--- src/logic/cfa_pkg.sv ---
// constants for the canopen fault and sdo abort block
package cfa_pkg;
	// register byte offsets
	localparam logic [7:0] OFS_CTRL = 8'h00;
	localparam logic [7:0] OFS_GUARD = 8'h04;
	localparam logic [7:0] OFS_HBEAT = 8'h08;
	localparam logic [7:0] OFS_BUSERR = 8'h0C;
	localparam logic [7:0] OFS_PDOMAP = 8'h10;
	localparam logic [7:0] OFS_SYNCPER = 8'h14;
	localparam logic [7:0] OFS_LIMLO = 8'h18;
	localparam logic [7:0] OFS_LIMHI = 8'h1C;
	localparam logic [7:0] OFS_HOME = 8'h20;
	localparam logic [7:0] OFS_FAULT = 8'h24;
	localparam logic [7:0] OFS_ERRCODE = 8'h28;
	localparam logic [7:0] OFS_ABORT = 8'h2C;
	localparam logic [7:0] OFS_SDOTMO = 8'h30;
	// fault bit positions
	localparam int FB_GUARD = 0;
	localparam int FB_INIT = 1;
	localparam int FB_STOP = 2;
	localparam int FB_NET = 3;
	localparam int FB_PDO = 4;
	localparam int FB_LIM = 5;
	localparam int FB_HOME = 6;
	localparam int FB_SYNC = 7;
	localparam int NUM_FAULTS = 8;
	// fault bits that software cannot clear
	localparam logic [7:0] FAULT_STICKY = 8'h06;
	// emergency error codes
	localparam logic [15:0] EC_GUARD = 16'h8130;
	localparam logic [15:0] EC_INIT = 16'h8160;
	localparam logic [15:0] EC_STOP = 16'h8170;
	localparam logic [15:0] EC_NET = 16'h8141;
	localparam logic [15:0] EC_PDO = 16'h8210;
	localparam logic [15:0] EC_SETTING = 16'h6320;
	// reset values
	localparam logic [31:0] RST_ZERO = 32'h0000_0000;
	localparam logic [7:0] RST_BUSERR = 8'hFF;
	// sdo abort codes
	localparam logic [31:0] AB_TOGGLE = 32'h0503_0000;
	localparam logic [31:0] AB_TIMEOUT = 32'h0504_0000;
	localparam logic [31:0] AB_CMD = 32'h0504_0001;
	localparam logic [31:0] AB_MEM = 32'h0504_0005;
	localparam logic [31:0] AB_ACCESS = 32'h0601_0000;
	localparam logic [31:0] AB_RD_WO = 32'h0601_0001;
	localparam logic [31:0] AB_WR_RO = 32'h0601_0002;
	localparam logic [31:0] AB_NO_OBJ = 32'h0602_0000;
	localparam logic [31:0] AB_NOMAP = 32'h0604_0041;
	localparam logic [31:0] AB_MAPLEN = 32'h0604_0042;
	localparam logic [31:0] AB_PARAM = 32'h0604_0043;
	localparam logic [31:0] AB_DEVICE = 32'h0604_0047;
	localparam logic [31:0] AB_HW = 32'h0606_0000;
	localparam logic [31:0] AB_LEN = 32'h0607_0010;
	localparam logic [31:0] AB_LONG = 32'h0607_0012;
	localparam logic [31:0] AB_SHORT = 32'h0607_0013;
	localparam logic [31:0] AB_NO_SUB = 32'h0609_0011;
	localparam logic [31:0] AB_VALUE = 32'h0609_0030;
	localparam logic [31:0] AB_HIGH = 32'h0609_0031;
	localparam logic [31:0] AB_LOW = 32'h0609_0032;
	localparam logic [31:0] AB_MAXMIN = 32'h0609_0036;
	localparam logic [31:0] AB_GENERAL = 32'h0800_0000;
	localparam logic [31:0] AB_STORE = 32'h0800_0020;
	localparam logic [31:0] AB_LOCAL = 32'h0800_0021;
	localparam logic [31:0] AB_STATE = 32'h0800_0022;
	localparam logic [31:0] AB_OD = 32'h0800_0023;
	localparam logic [31:0] AB_NOVAL = 32'h0800_0024;
	// sdo condition bit positions, checked from low to high
	localparam int SC_CMD = 0;
	localparam int SC_TOGGLE = 1;
	localparam int SC_NO_OBJ = 2;
	localparam int SC_NO_SUB = 3;
	localparam int SC_ACCESS = 4;
	localparam int SC_RD_WO = 5;
	localparam int SC_WR_RO = 6;
	localparam int SC_NOMAP = 7;
	localparam int SC_MAPLEN = 8;
	localparam int SC_LEN = 9;
	localparam int SC_LONG = 10;
	localparam int SC_SHORT = 11;
	localparam int SC_VALUE = 12;
	localparam int SC_HIGH = 13;
	localparam int SC_LOW = 14;
	localparam int SC_MAXMIN = 15;
	localparam int SC_PARAM = 16;
	localparam int SC_DEVICE = 17;
	localparam int SC_HW = 18;
	localparam int SC_MEM = 19;
	localparam int SC_STORE = 20;
	localparam int SC_LOCAL = 21;
	localparam int SC_STATE = 22;
	localparam int SC_OD = 23;
	localparam int SC_NOVAL = 24;
	localparam int SC_GENERAL = 25;
	localparam int NUM_SC = 26;
	// timer tick: 1 ms at 25 MHz
	localparam int CLOCK_HZ = 25000000;
	localparam int TICK_US = 1000;
	localparam int TICK_CYCLES = CLOCK_HZ / 1000000 * TICK_US;
	// ahb transfer type
	localparam logic [1:0] HTRANS_NONSEQ = 2'b10;
	typedef enum logic [1:0] {SDO_IDLE, SDO_BUSY, SDO_ABORT} cfa_sdo_state_t;
endpackage

--- src/logic/cfa_fault_abort.sv ---
// canopen communication fault detection and sdo abort code selection
//
// Our own choices: the placing of the registers and register access over AHB-Lite.
`timescale 1ns/1ns
// Operation
// RULE_01 - guard or heartbeat time expired: fault
// RULE_02 - nmt reset while enabled: fault
// RULE_03 - nmt stop while enabled: fault
// RULE_04 - excessive bus errors: disconnect fault
// RULE_05 - pdo length differs from mapping: fault
// RULE_06 - lower limit above upper limit: fault
// RULE_07 - home offset outside open limits: fault
// RULE_08 - sync interval off over quarter: fault
// RULE_09 - master sends sync at configured period
// RULE_10 - toggle not alternated: abort 0503_0000
// RULE_11 - sdo timeout: abort 0504_0000
// RULE_12 - bad command specifier: abort 0504_0001
// RULE_13 - access faults: abort 0601_000x
// RULE_14 - missing index or subindex codes
// RULE_15 - pdo mapping abort codes
// RULE_16 - data length mismatch codes
// RULE_17 - value invalid, high or low
// RULE_18 - max below min: abort 0609_0036
// RULE_19 - parameter or device incompatibility codes
// RULE_20 - hardware error or memory overflow
// RULE_21 - cannot store, local, state codes
// RULE_22 - general, dictionary, no value codes
// RULE_23 - guard fault code 8130, resettable
// RULE_24 - init fault code 8160, not resettable
// RULE_25 - disconnect fault code 8141, resettable
// RULE_26 - pdo fault code 8210, resettable
// RULE_27 - abort returns code, ends transfer
// RULE_28 - one code, fixed priority order
module cfa_fault_abort
	import cfa_pkg::*;
#(
	parameter int TICK_LEN = TICK_CYCLES
)
(
	input wire logic clock,
	input wire logic resetn,
	// ahb-lite slave
	input wire logic hsel,
	input wire logic [7:0] haddr,
	input wire logic [1:0] htrans,
	input wire logic hwrite,
	input wire logic [2:0] hsize,
	input wire logic [31:0] hwdata,
	input wire logic hready,
	output logic hreadyout,
	output logic hresp,
	output logic [31:0] hrdata,
	// node events, same clock domain
	input wire logic motorEnabled,
	input wire logic nmtResetCmd,
	input wire logic nmtStopCmd,
	input wire logic guardMsg,
	input wire logic heartbeatMsg,
	input wire logic busErrorEvt,
	input wire logic busOkEvt,
	input wire logic pdoRxValid,
	input wire logic [3:0] pdoRxLen,
	input wire logic [1:0] pdoRxNum,
	input wire logic syncEvt,
	// sdo request side
	input wire logic sdoStart,
	input wire logic sdoSegment,
	input wire logic sdoToggle,
	input wire logic sdoDone,
	input wire logic sdoCheck,
	input wire logic [NUM_SC-1:0] sdoCond,
	output logic sdoAbort,
	output logic [31:0] sdoAbortCode,
	output logic sdoBusy,
	output logic [NUM_FAULTS-1:0] faultFlags,
	output logic [15:0] errorCode
);

	logic rstMeta_r, rstSync_r, rst;
	always_ff @(posedge clock or negedge resetn)
	begin
		if (!resetn)
		begin
			rstMeta_r <= 1'b0;
			rstSync_r <= 1'b0;
		end
		else
		begin
			rstMeta_r <= 1'b1;
			rstSync_r <= rstMeta_r;
		end
	end
	assign rst = !rstSync_r;

	////////////////////////////////////////////////////////////////////////
	logic dataPhase_r, dataWrite_r;
	logic [7:0] dataAddr_r;
	logic [31:0] guardMs_r, hbeatMs_r, syncPerMs_r, limLo_r, limHi_r, home_r, sdoTmoMs_r;
	logic [7:0] busErrLimit_r;
	logic [15:0] pdoMapLen_r;
	logic [NUM_FAULTS-1:0] fault_r, faultSet, faultClr;
	logic [31:0] abortCode_r;
	logic wrEn;

	assign hreadyout = 1'b1;
	assign hresp = 1'b0;
	assign wrEn = dataPhase_r && dataWrite_r;

	always_ff @(posedge clock or posedge rst)
	begin
		if (rst)
		begin
			dataPhase_r <= 1'b0;
			dataWrite_r <= 1'b0;
			dataAddr_r <= 8'h00;
		end
		else if (hready)
		begin
			dataPhase_r <= hsel && htrans == HTRANS_NONSEQ;
			dataWrite_r <= hwrite;
			dataAddr_r <= haddr;
		end
	end

	always_ff @(posedge clock or posedge rst)
	begin
		if (rst)
		begin
			guardMs_r <= RST_ZERO;
			hbeatMs_r <= RST_ZERO;
			syncPerMs_r <= RST_ZERO;
			limLo_r <= RST_ZERO;
			limHi_r <= RST_ZERO;
			home_r <= RST_ZERO;
			sdoTmoMs_r <= RST_ZERO;
			busErrLimit_r <= RST_BUSERR;
			pdoMapLen_r <= 16'h0000;
		end
		else if (wrEn)
		begin
			unique case (dataAddr_r)
				OFS_GUARD: guardMs_r <= hwdata;
				OFS_HBEAT: hbeatMs_r <= hwdata;
				OFS_BUSERR: busErrLimit_r <= hwdata[7:0];
				OFS_PDOMAP: pdoMapLen_r <= hwdata[15:0];
				OFS_SYNCPER: syncPerMs_r <= hwdata;
				OFS_LIMLO: limLo_r <= hwdata;
				OFS_LIMHI: limHi_r <= hwdata;
				OFS_HOME: home_r <= hwdata;
				OFS_SDOTMO: sdoTmoMs_r <= hwdata;
				default: ;
			endcase
		end
	end

	// write one to clear; the non-resettable bits ignore software
	always_comb
	begin
		faultClr = '0;
		if (wrEn && dataAddr_r == OFS_FAULT)
			faultClr = hwdata[NUM_FAULTS-1:0] & ~FAULT_STICKY;
	end

	always_comb
	begin
		hrdata = 32'h0000_0000;
		if (dataPhase_r && !dataWrite_r)
		begin
			unique case (dataAddr_r)
				OFS_GUARD: hrdata = guardMs_r;
				OFS_HBEAT: hrdata = hbeatMs_r;
				OFS_BUSERR: hrdata = {24'h00_0000, busErrLimit_r};
				OFS_PDOMAP: hrdata = {16'h0000, pdoMapLen_r};
				OFS_SYNCPER: hrdata = syncPerMs_r;
				OFS_LIMLO: hrdata = limLo_r;
				OFS_LIMHI: hrdata = limHi_r;
				OFS_HOME: hrdata = home_r;
				OFS_FAULT: hrdata = {24'h00_0000, fault_r};
				OFS_ERRCODE: hrdata = {16'h0000, errorCode};
				OFS_ABORT: hrdata = abortCode_r;
				OFS_SDOTMO: hrdata = sdoTmoMs_r;
				default: hrdata = 32'h0000_0000;
			endcase
		end
	end

	////////////////////////////////////////////////////////////////////////
	// shared millisecond tick keeps the guard, heartbeat and sdo timers narrow
	logic [15:0] tickCnt_r;
	logic tick;
	assign tick = tickCnt_r == 16'(TICK_LEN - 1);
	always_ff @(posedge clock or posedge rst)
	begin
		if (rst)
			tickCnt_r <= 16'h0000;
		else if (tick)
			tickCnt_r <= 16'h0000;
		else
			tickCnt_r <= tickCnt_r + 16'h0001;
	end

	// zero time disables a watchdog and holds its count at zero, so enabling cannot fire at once
	logic [31:0] guardCnt_r, hbeatCnt_r;
	logic guardExp, hbeatExp;
	assign guardExp = guardMs_r != 32'h0000_0000 && guardCnt_r >= guardMs_r;
	assign hbeatExp = hbeatMs_r != 32'h0000_0000 && hbeatCnt_r >= hbeatMs_r;
	always_ff @(posedge clock or posedge rst)
	begin
		if (rst)
		begin
			guardCnt_r <= RST_ZERO;
			hbeatCnt_r <= RST_ZERO;
		end
		else
		begin
			if (guardMsg || guardExp || guardMs_r == RST_ZERO)
				guardCnt_r <= RST_ZERO;
			else if (tick)
				guardCnt_r <= guardCnt_r + 32'h0000_0001;
			if (heartbeatMsg || hbeatExp || hbeatMs_r == RST_ZERO)
				hbeatCnt_r <= RST_ZERO;
			else if (tick)
				hbeatCnt_r <= hbeatCnt_r + 32'h0000_0001;
		end
	end

	// bus error count: errors up, good frames down
	logic [7:0] busErrCnt_r;
	always_ff @(posedge clock or posedge rst)
	begin
		if (rst)
			busErrCnt_r <= 8'h00;
		else if (busErrorEvt && busErrCnt_r != 8'hFF)
			busErrCnt_r <= busErrCnt_r + 8'h01;
		else if (busOkEvt && !busErrorEvt && busErrCnt_r != 8'h00)
			busErrCnt_r <= busErrCnt_r - 8'h01;
	end

	// sync interval measured in clock cycles against the period in ms
	logic [31:0] syncCnt_r, syncMeas_r;
	logic syncSeen_r, syncCheck_r;
	logic [39:0] perCyc, devCyc, quarter;
	assign perCyc = 40'(syncPerMs_r) * 40'(TICK_LEN);
	assign quarter = perCyc >> 2;
	assign devCyc = 40'(syncMeas_r) > perCyc ? 40'(syncMeas_r) - perCyc : perCyc - 40'(syncMeas_r);
	always_ff @(posedge clock or posedge rst)
	begin
		if (rst)
		begin
			syncCnt_r <= RST_ZERO;
			syncMeas_r <= RST_ZERO;
			syncSeen_r <= 1'b0;
			syncCheck_r <= 1'b0;
		end
		else
		begin
			syncCheck_r <= syncEvt && syncSeen_r;
			if (syncEvt)
			begin
				syncSeen_r <= 1'b1;
				syncMeas_r <= syncCnt_r + 32'h0000_0001;
				syncCnt_r <= RST_ZERO;
			end
			else if (syncCnt_r != 32'hFFFF_FFFF)
				syncCnt_r <= syncCnt_r + 32'h0000_0001;
		end
	end

	////////////////////////////////////////////////////////////////////////
	always_comb
	begin
		faultSet = '0;
		// RULE_01 guard heartbeat watchdog
		faultSet[FB_GUARD] = guardExp || hbeatExp;
		// RULE_02 reset while enabled
		faultSet[FB_INIT] = nmtResetCmd && motorEnabled;
		// RULE_03 stop while enabled
		faultSet[FB_STOP] = nmtStopCmd && motorEnabled;
		// RULE_04 error count limit
		faultSet[FB_NET] = busErrCnt_r >= busErrLimit_r;
		// RULE_05 pdo length check
		faultSet[FB_PDO] = pdoRxValid && pdoRxLen != pdoMapLen_r[4*pdoRxNum +: 4];
		// RULE_06 limit order check
		faultSet[FB_LIM] = $signed(limLo_r) > $signed(limHi_r);
		// RULE_07 home inside limits
		faultSet[FB_HOME] = !($signed(home_r) > $signed(limLo_r) && $signed(home_r) < $signed(limHi_r));
		// RULE_08 sync drift over quarter; RULE_09 master keeps period
		faultSet[FB_SYNC] = syncCheck_r && syncPerMs_r != 32'h0000_0000 && devCyc > quarter;
	end

	// set wins over clear
	// RULE_23 resettable guard fault; RULE_24 init fault sticky
	always_ff @(posedge clock or posedge rst)
	begin
		if (rst)
			fault_r <= '0;
		else
			fault_r <= (fault_r & ~faultClr) | faultSet;
	end
	assign faultFlags = fault_r;

	// highest-priority active fault drives the error code
	// RULE_25 disconnect code; RULE_26 pdo code
	always_comb
	begin
		errorCode = 16'h0000;
		if (fault_r[FB_INIT])
			errorCode = EC_INIT;
		else if (fault_r[FB_STOP])
			errorCode = EC_STOP;
		else if (fault_r[FB_NET])
			errorCode = EC_NET;
		else if (fault_r[FB_GUARD])
			errorCode = EC_GUARD;
		else if (fault_r[FB_PDO])
			errorCode = EC_PDO;
		else if (fault_r[FB_LIM] || fault_r[FB_HOME] || fault_r[FB_SYNC])
			errorCode = EC_SETTING;
	end

	////////////////////////////////////////////////////////////////////////
	// RULE_28 first set condition wins
	function automatic logic [31:0] pickAbort(input logic [NUM_SC-1:0] c);
		logic [31:0] tbl [NUM_SC];
		logic [31:0] code;
		tbl = '{AB_CMD, AB_TOGGLE, AB_NO_OBJ, AB_NO_SUB, AB_ACCESS, AB_RD_WO, AB_WR_RO,
			AB_NOMAP, AB_MAPLEN, AB_LEN, AB_LONG, AB_SHORT, AB_VALUE, AB_HIGH, AB_LOW,
			AB_MAXMIN, AB_PARAM, AB_DEVICE, AB_HW, AB_MEM, AB_STORE, AB_LOCAL, AB_STATE,
			AB_OD, AB_NOVAL, AB_GENERAL};
		code = AB_GENERAL;
		for (int i = NUM_SC - 1; i >= 0; i--)
			if (c[i])
				code = tbl[i];
		return code;
	endfunction

	cfa_sdo_state_t sdoState_r;
	logic lastToggle_r, segSeen_r, sdoTmo;
	logic [31:0] sdoMs_r;
	logic [NUM_SC-1:0] cond;
	assign sdoTmo = sdoState_r == SDO_BUSY && sdoTmoMs_r != 32'h0000_0000 && sdoMs_r >= sdoTmoMs_r;

	always_comb
	begin
		cond = sdoCond;
		// RULE_10 toggle must alternate
		cond[SC_TOGGLE] = sdoCond[SC_TOGGLE] || (sdoSegment && segSeen_r && sdoToggle == lastToggle_r);
	end

	// abort when a checked request or a segment has any condition, or on timeout
	logic reqFail;
	assign reqFail = (sdoCheck || sdoSegment) && |cond;

	always_ff @(posedge clock or posedge rst)
	begin
		if (rst)
		begin
			sdoState_r <= SDO_IDLE;
			sdoMs_r <= RST_ZERO;
			lastToggle_r <= 1'b0;
			segSeen_r <= 1'b0;
			abortCode_r <= RST_ZERO;
		end
		else
		begin
			unique case (sdoState_r)
				SDO_IDLE:
				begin
					sdoMs_r <= RST_ZERO;
					segSeen_r <= 1'b0;
					if (sdoStart)
						sdoState_r <= SDO_BUSY;
				end
				SDO_BUSY:
				begin
					if (sdoStart || sdoSegment)
						sdoMs_r <= RST_ZERO;
					else if (tick)
						sdoMs_r <= sdoMs_r + 32'h0000_0001;
					if (sdoSegment)
					begin
						lastToggle_r <= sdoToggle;
						segSeen_r <= 1'b1;
					end
					// RULE_11 protocol timeout
					if (sdoTmo)
					begin
						abortCode_r <= AB_TIMEOUT;
						sdoState_r <= SDO_ABORT;
					end
					// RULE_12 RULE_13 RULE_14 RULE_15 RULE_16 coded checks
					// RULE_17 RULE_18 RULE_19 RULE_20 RULE_21 RULE_22 coded checks
					else if (reqFail)
					begin
						abortCode_r <= pickAbort(cond);
						sdoState_r <= SDO_ABORT;
					end
					else if (sdoDone)
						sdoState_r <= SDO_IDLE;
				end
				// RULE_27 abort ends transfer
				SDO_ABORT: sdoState_r <= SDO_IDLE;
			endcase
		end
	end

	assign sdoAbort = sdoState_r == SDO_ABORT;
	assign sdoAbortCode = abortCode_r;
	assign sdoBusy = sdoState_r == SDO_BUSY;
endmodule

--- config.mk ---
export PLATFORM = sky130hd
export DESIGN_NAME = cfa_fault_abort
export DESIGN_NICKNAME = d
export VERILOG_FILES = /design/src/logic/cfa_pkg.sv /design/src/logic/cfa_fault_abort.sv
export SDC_FILE = /design/constraint.sdc
export NUM_CORES = 2
export LEC_CHECK = 0
export ABC_AREA = 1
export BUFFER_PORTS_ARGS = -buffer_cell sky130_fd_sc_hd__buf_2
export CAP_MARGIN = 20
export CORE_MARGIN = 8
export CORE_UTILIZATION = 36
export DETAILED_ROUTE_END_ITERATION = 6
export GPL_TIMING_DRIVEN = 1
export MAX_ROUTING_LAYER = met4
export PLACE_DENSITY = 0.55
export RECOVER_POWER = 50
export SYNTH_ARGS = -nofsm -noshare
export SYNTH_HDL_FRONTEND = slang
export SYNTH_SLANG_ARGS = --single-unit
export TNS_END_PERCENT = 10
--- constraint.sdc ---
create_clock -name clock -period 34.8 [get_ports clock]
set_input_delay 10.44 -clock clock [delete_from_list [all_inputs] [get_ports clock]]
set_output_delay 10.44 -clock clock [all_outputs]
set_load 0.05 [all_outputs]
---- Word level (Yosys, flattened, before mapping) ----
Index checks and enable logic that the tools add are counted.
word-level totals
  logic and storage cells ................. 194
  input port bits ......................... 96
  output and inout port bits .............. 92
  bits in registers ....................... 490
cells by class
  $lt $le $gt $ge ......................... 9
  bitwise gates (word level) .............. 3
  multiply operators ...................... 1
  shift-type cells ........................ 1
  equal/unequal tests ..................... 24
  muxes and demuxes ....................... 56
  reduce and logical (&&, ||, !) cells .... 63
  add/sub/neg operators ................... 9
operators by type and width
  operator                  count
  $mux W32                  35
  $pmux W32 S12             1
  $add A32 B1 Y32 const B   4
  $reduce_bool A32 Y1       4
  $ge A32 B32 Y1            3
  $mux W16                  6
  $gt A32 B32 Y1            2
  $logic_not A32 Y1         2
  $pmux W32 S2              1
  $eq A8 B6 Y1 const B      5
  $gt A32 B40 Y1            1
  $gt A40 B38 Y1            1
  $mux W40                  1
  $sub A32 B40 Y40          1
  $sub A40 B32 Y40          1
  $mul A32 B12 Y37 const B  1
  $eq A8 B5 Y1 const B      4
  $lt A32 B32 Y1            1
  $ne A32 B32 Y1 const B    1
  $reduce_and A2 Y1         14
  $reduce_or A26 Y1         1
  $mux W8                   3
  $logic_and A1 B1 Y1       21
  $add A16 B1 Y16 const B   1
  other kinds (29)          51

---- Depth between registers and ports, before layout ----
  word-level depth ........................ 27
  depth in mapped cells ................... 51
  depth with buffers taken out ............ 50

---- Worst setup path after synthesis ----
Ideal clock, no wire load.
  path kind ............................... reg2out
  start ................................... register fault_r[1], in the netlist faultFlags[1]
  end ..................................... output hrdata[9]
  buffers on the path ..................... 0
  cell stages (with the launch flop) ...... 8
  path slack .............................. 20,799 ps
  required time ........................... 24,360 ps
  arrival time ............................ 3,561 ps
  cells stage by stage .................... dfrtp_1 nor2_1 inv_1 nor2_1 inv_1 a211oi_1 a22oi_1 a31oi_1
between the ends
  word-level cells in the longest chain between the ends .. 3
ends and longest elaborated chain
  item                    RTL line                text
  from (decl)             cfa_fault_abort.sv:101  logic [NUM_FAULTS-1:0] fault_r, faultSet, faultClr;
  from (signal assigned)  cfa_fault_abort.sv:298  fault_r <= (fault_r & ~faultClr) | faultSet;
  $mux W16                cfa_fault_abort.sv:307  if (fault_r[FB_INIT])
  via errorCode[9]        cfa_fault_abort.sv:76   output logic [15:0] errorCode
  $pmux W32 S12           cfa_fault_abort.sv:169  unique case (dataAddr_r)
  $mux W32                cfa_fault_abort.sv:167  if (dataPhase_r && !dataWrite_r)
  to (decl)               cfa_fault_abort.sv:52   output logic [31:0] hrdata,
The timed path passes the listed nets, and every way through them passes these cells.

---- Worst setup path after layout ----
  start ................................... register dataAddr_r[7]
  end ..................................... output hrdata[6]
between the ends
  word-level cells in the longest chain between the ends .. 3
  elaborated cells on any way between the ends .. 14
  classes of those cells .................. eq/ne (12); mux (2)
ends and longest elaborated chain
  item                                        RTL line                text
  from (decl)                                 cfa_fault_abort.sv:97   logic [7:0] dataAddr_r;
  from (signal assigned)                      cfa_fault_abort.sv:121  dataAddr_r <= haddr;
  $eq A8 B6 Y1, or another cell as far along  cfa_fault_abort.sv:169
  $pmux W32 S12 (*)                           cfa_fault_abort.sv:169
  $mux W32 (*)                                cfa_fault_abort.sv:167
Mark *: on every way between the ends. The rest lies on a longest branch, timed or not.

==> flow_summary.json <==
{
  "holdPathStages": 0,
  "critPathLaunchType": "register",
  "clk_path_buf_depth": 3,
  "finalSetupTns_ns": 0,
  "layout.area.seq_um2": 11820,
  "worst_skew_pair.late_latency_ns": 0.69,
  "multi_input_area_um2": 22950,
  "vias_per_cell": 5.170,
  "p_total_uw": 4536,
  "layout_commonest_cell": "nand2_1",
  "cts-buffers-inserted": 59,
  "fin_crit_sh": 0.4228,
  "report.final.slew_viol_count": 483,
  "nets": 5935,
  "globalplace.congestion": 0.9554,
  "dp_hpwl_um": 104300,
  "drtIter0Drc": 2578,
  "port_buffers": 157,
  "synth_area_per_cell_um2": 7.600,
  "wl_per_cell_um": 19.36,
  "routed_wl_um": 130300,
  "grt_pass1_vias": 34155,
  "finalHoldViolations": 0,
  "synth.distinct_cells": 72,
  "io_pins": 188,
  "finClkSkew_ns": 0.04615,
  "grt_overflow": 0,
  "antenna_found_initial": 7,
  "fillerInstances": 11235,
  "drtAntennaViolNets": 0,
  "synth_top_area_frac": 0.2981,
  "vias": 34792,
  "cp_max_fo": 27,
  "drive_gt1_frac": 0.07496,
  "synth_edf_count": 0,
  "clock-sinks": 472,
  "status": "finished, violations left",
  "core_um2": 107200,
  "ir_worst_vdd_uv": 129.8,
  "ctsHoldBuffers": 0,
  "synth_flop_cell": "dfrtp_1",
  "p_leak_uw": 0.02322,
  "rsz0062_at_grt": "no",
  "die_x_um": 344.9,
  "drc": 0,
  "final_cell_mix": "nand2_1 (992), inv_1 (955), ha_1 (470), dfrtp_1 (464), o21ai_0 (456)",
  "placed_cells": 6611,
  "cts_tree": "done",
  "synthTopCellsByArea": "dfrtp_1 (30%), ha_1 (15%), nand2_1 (9.6%), inv_1 (9.2%), o21ai_0 (5.9%)",
  "grt_max_degree": 152,
  "slew_headroom": -4.656,
  "ys_ff_latch": 472,
  "post_cts_resized": 0,
  "area_growth_pct": 11.29,
  "setup_ws_ns": 20.09,
  "row_count": 120,
  "crit_path_end_kind": "output pin",
  "dpl_worst_slack_ns": 20.82,
  "start_util": 0.3634,
  "die_area_um2": 119000,
  "hold_ws_ns": 0.3554,
  "ys_async_sr_fraction": 1.000,
  "syn_inst": 5125,
  "synth.largest_area_cell": "dfrtp_1",
  "yosys_warnings": 0,
  "finalSetupViolations": 0,
  "grt_pass1_wl_um": 201700,
  "worstSetupPathType": "register to output pin",
  "power_density_nw_per_um2": 104.6,
  "ys_seq_area_frac": 0.3035,
  "htreeDepth": 2,
  "worst_pin_slew_ns": 8.484,
  "clkTransAtPathRegs_ns": 0.06,
  "die_h_um": 344.9,
  "postCtsSetupBuffers": 0,
  "min_period_ns": 14.71,
  "max-cap-violations": 7,
  "worstPathArrival_ns": 4.27,
  "violations": "max-capacitance violations, max-slew violations",
  "root_buffer": "clkbuf_16",
  "grt.total_usage": 0.2229,
  "clock.fmax_ghz": 0.06797,
  "syn_area_um2": 38950,
  "hold_class": "register to register",
  "firstDrtPassIters": 7,
  "cp.required_ns": 24.36,
  "reg2reg_depth": 3,
  "final_cells": 6729
}
-- cell families after synthesis --
group / share of synthesized area
and+or+nand+nor: 0.1937
buffers and inverters: 0.1108
AOI/OAI and AO/OA: 0.1567
adders and majority gates: 0.1993
DFF: 0.3035
xor gates and xnor gates: 0.03373
muxes: 0.002216
other: 0.0001928
-- cells in the mapped netlist (44+ instances only) --
master	n
nand2_1	999
xor2_1	106
a21oi_1	259
xnor2_1	44
inv_1	955
o21ai_0	456
nand3_1	121
nor2_1	336
ha_1	470
clkbuf_1	93
nor3_1	83
fa_1	94
nand4_1	79
o22ai_1	70
dfrtp_1	464
nor4_1	63
-- sequential cells by signal (all words and copies together), names as in the netlist, 14 cells and up --
name / count
guardMs_r: 32
sdoTmoMs_r: 32
hbeatMs_r: 32
home_r: 32
syncPerMs_r: 32
pdoMapLen_r: 16
limHi_r: 32
tickCnt_r: 16
syncMeas_r: 32
sdoAbortCode: 14
hbeatCnt_r: 32
syncCnt_r: 32
limLo_r: 32
sdoMs_r: 32
guardCnt_r: 32
-- final timing paths --
check / from / to / slack [ns]
setup / recovery: dataAddr_r[7] / hrdata[6] / 20.09
hold / removal: rstMeta_r / rstSync_r / 0.36
setup reg to reg: rstSync_r / hbeatMs_r[14] / 23.37
hold reg to reg: rstMeta_r / rstSync_r / 0.36
max in group asynchronous: rstSync_r / hbeatMs_r[14] / 23.37
min in group asynchronous: rstSync_r / limHi_r[3] / 0.74
-- final cells by class --
class,count,area share
Timing Repair Buffer,191,0.02468
Sequential cell,472,0.2727
Clock buffer,88,0.04026
Inverter,988,0.08555
Clock inverter,21,0.006725
Tap cell,1403,0.04049
Antenna cell,3,0.0001732
Multi-Input combinational cell,3563,0.5294
-- critical path: stages (launching register included) --
cell and delay [ns]:
dfrtp_1 0.38, nor2_1 0.17, inv_1 0.11, nor3_1 0.14, inv_1 0.10, nor2_1 0.11, buf_4 0.24, clkinv_1 0.79
o22ai_1 0.65, a221oi_1 0.11, nand3_1 0.13, nand2_1 0.05, inv_1 0.27, buf_2 0.34
-- where the power goes --
group	internal [µW]	switching [µW]	leakage [µW]
Combinational	1140	2150	0.0170
Sequential	572	29.5	0.00521
Clock	384	264	0.00101
Total	2100	2440	0.0232
-- routing by layer --
metal  track usage  vias to the layer above  routed length [µm]
li1              -                    17110                   -
met1        0.2851                    16540               57380
met2        0.3600                      920               60330
met3       0.02788                      222                6796
met4       0.08715                        0                5783
met5             -                        -                   0
-- through the flow --
stage / cell area (µm²) / util
2_1_floorplan: 39050 / -
3_3_place_gp: 41250 / 0.3848
3_5_place_dp: 41250 / 0.3848
4_1_cts: 43290 / 0.4038
5_1_grt: 43350 / 0.4044
6_report: 43350 / 0.4044
(Power assumes the default switching activity.)
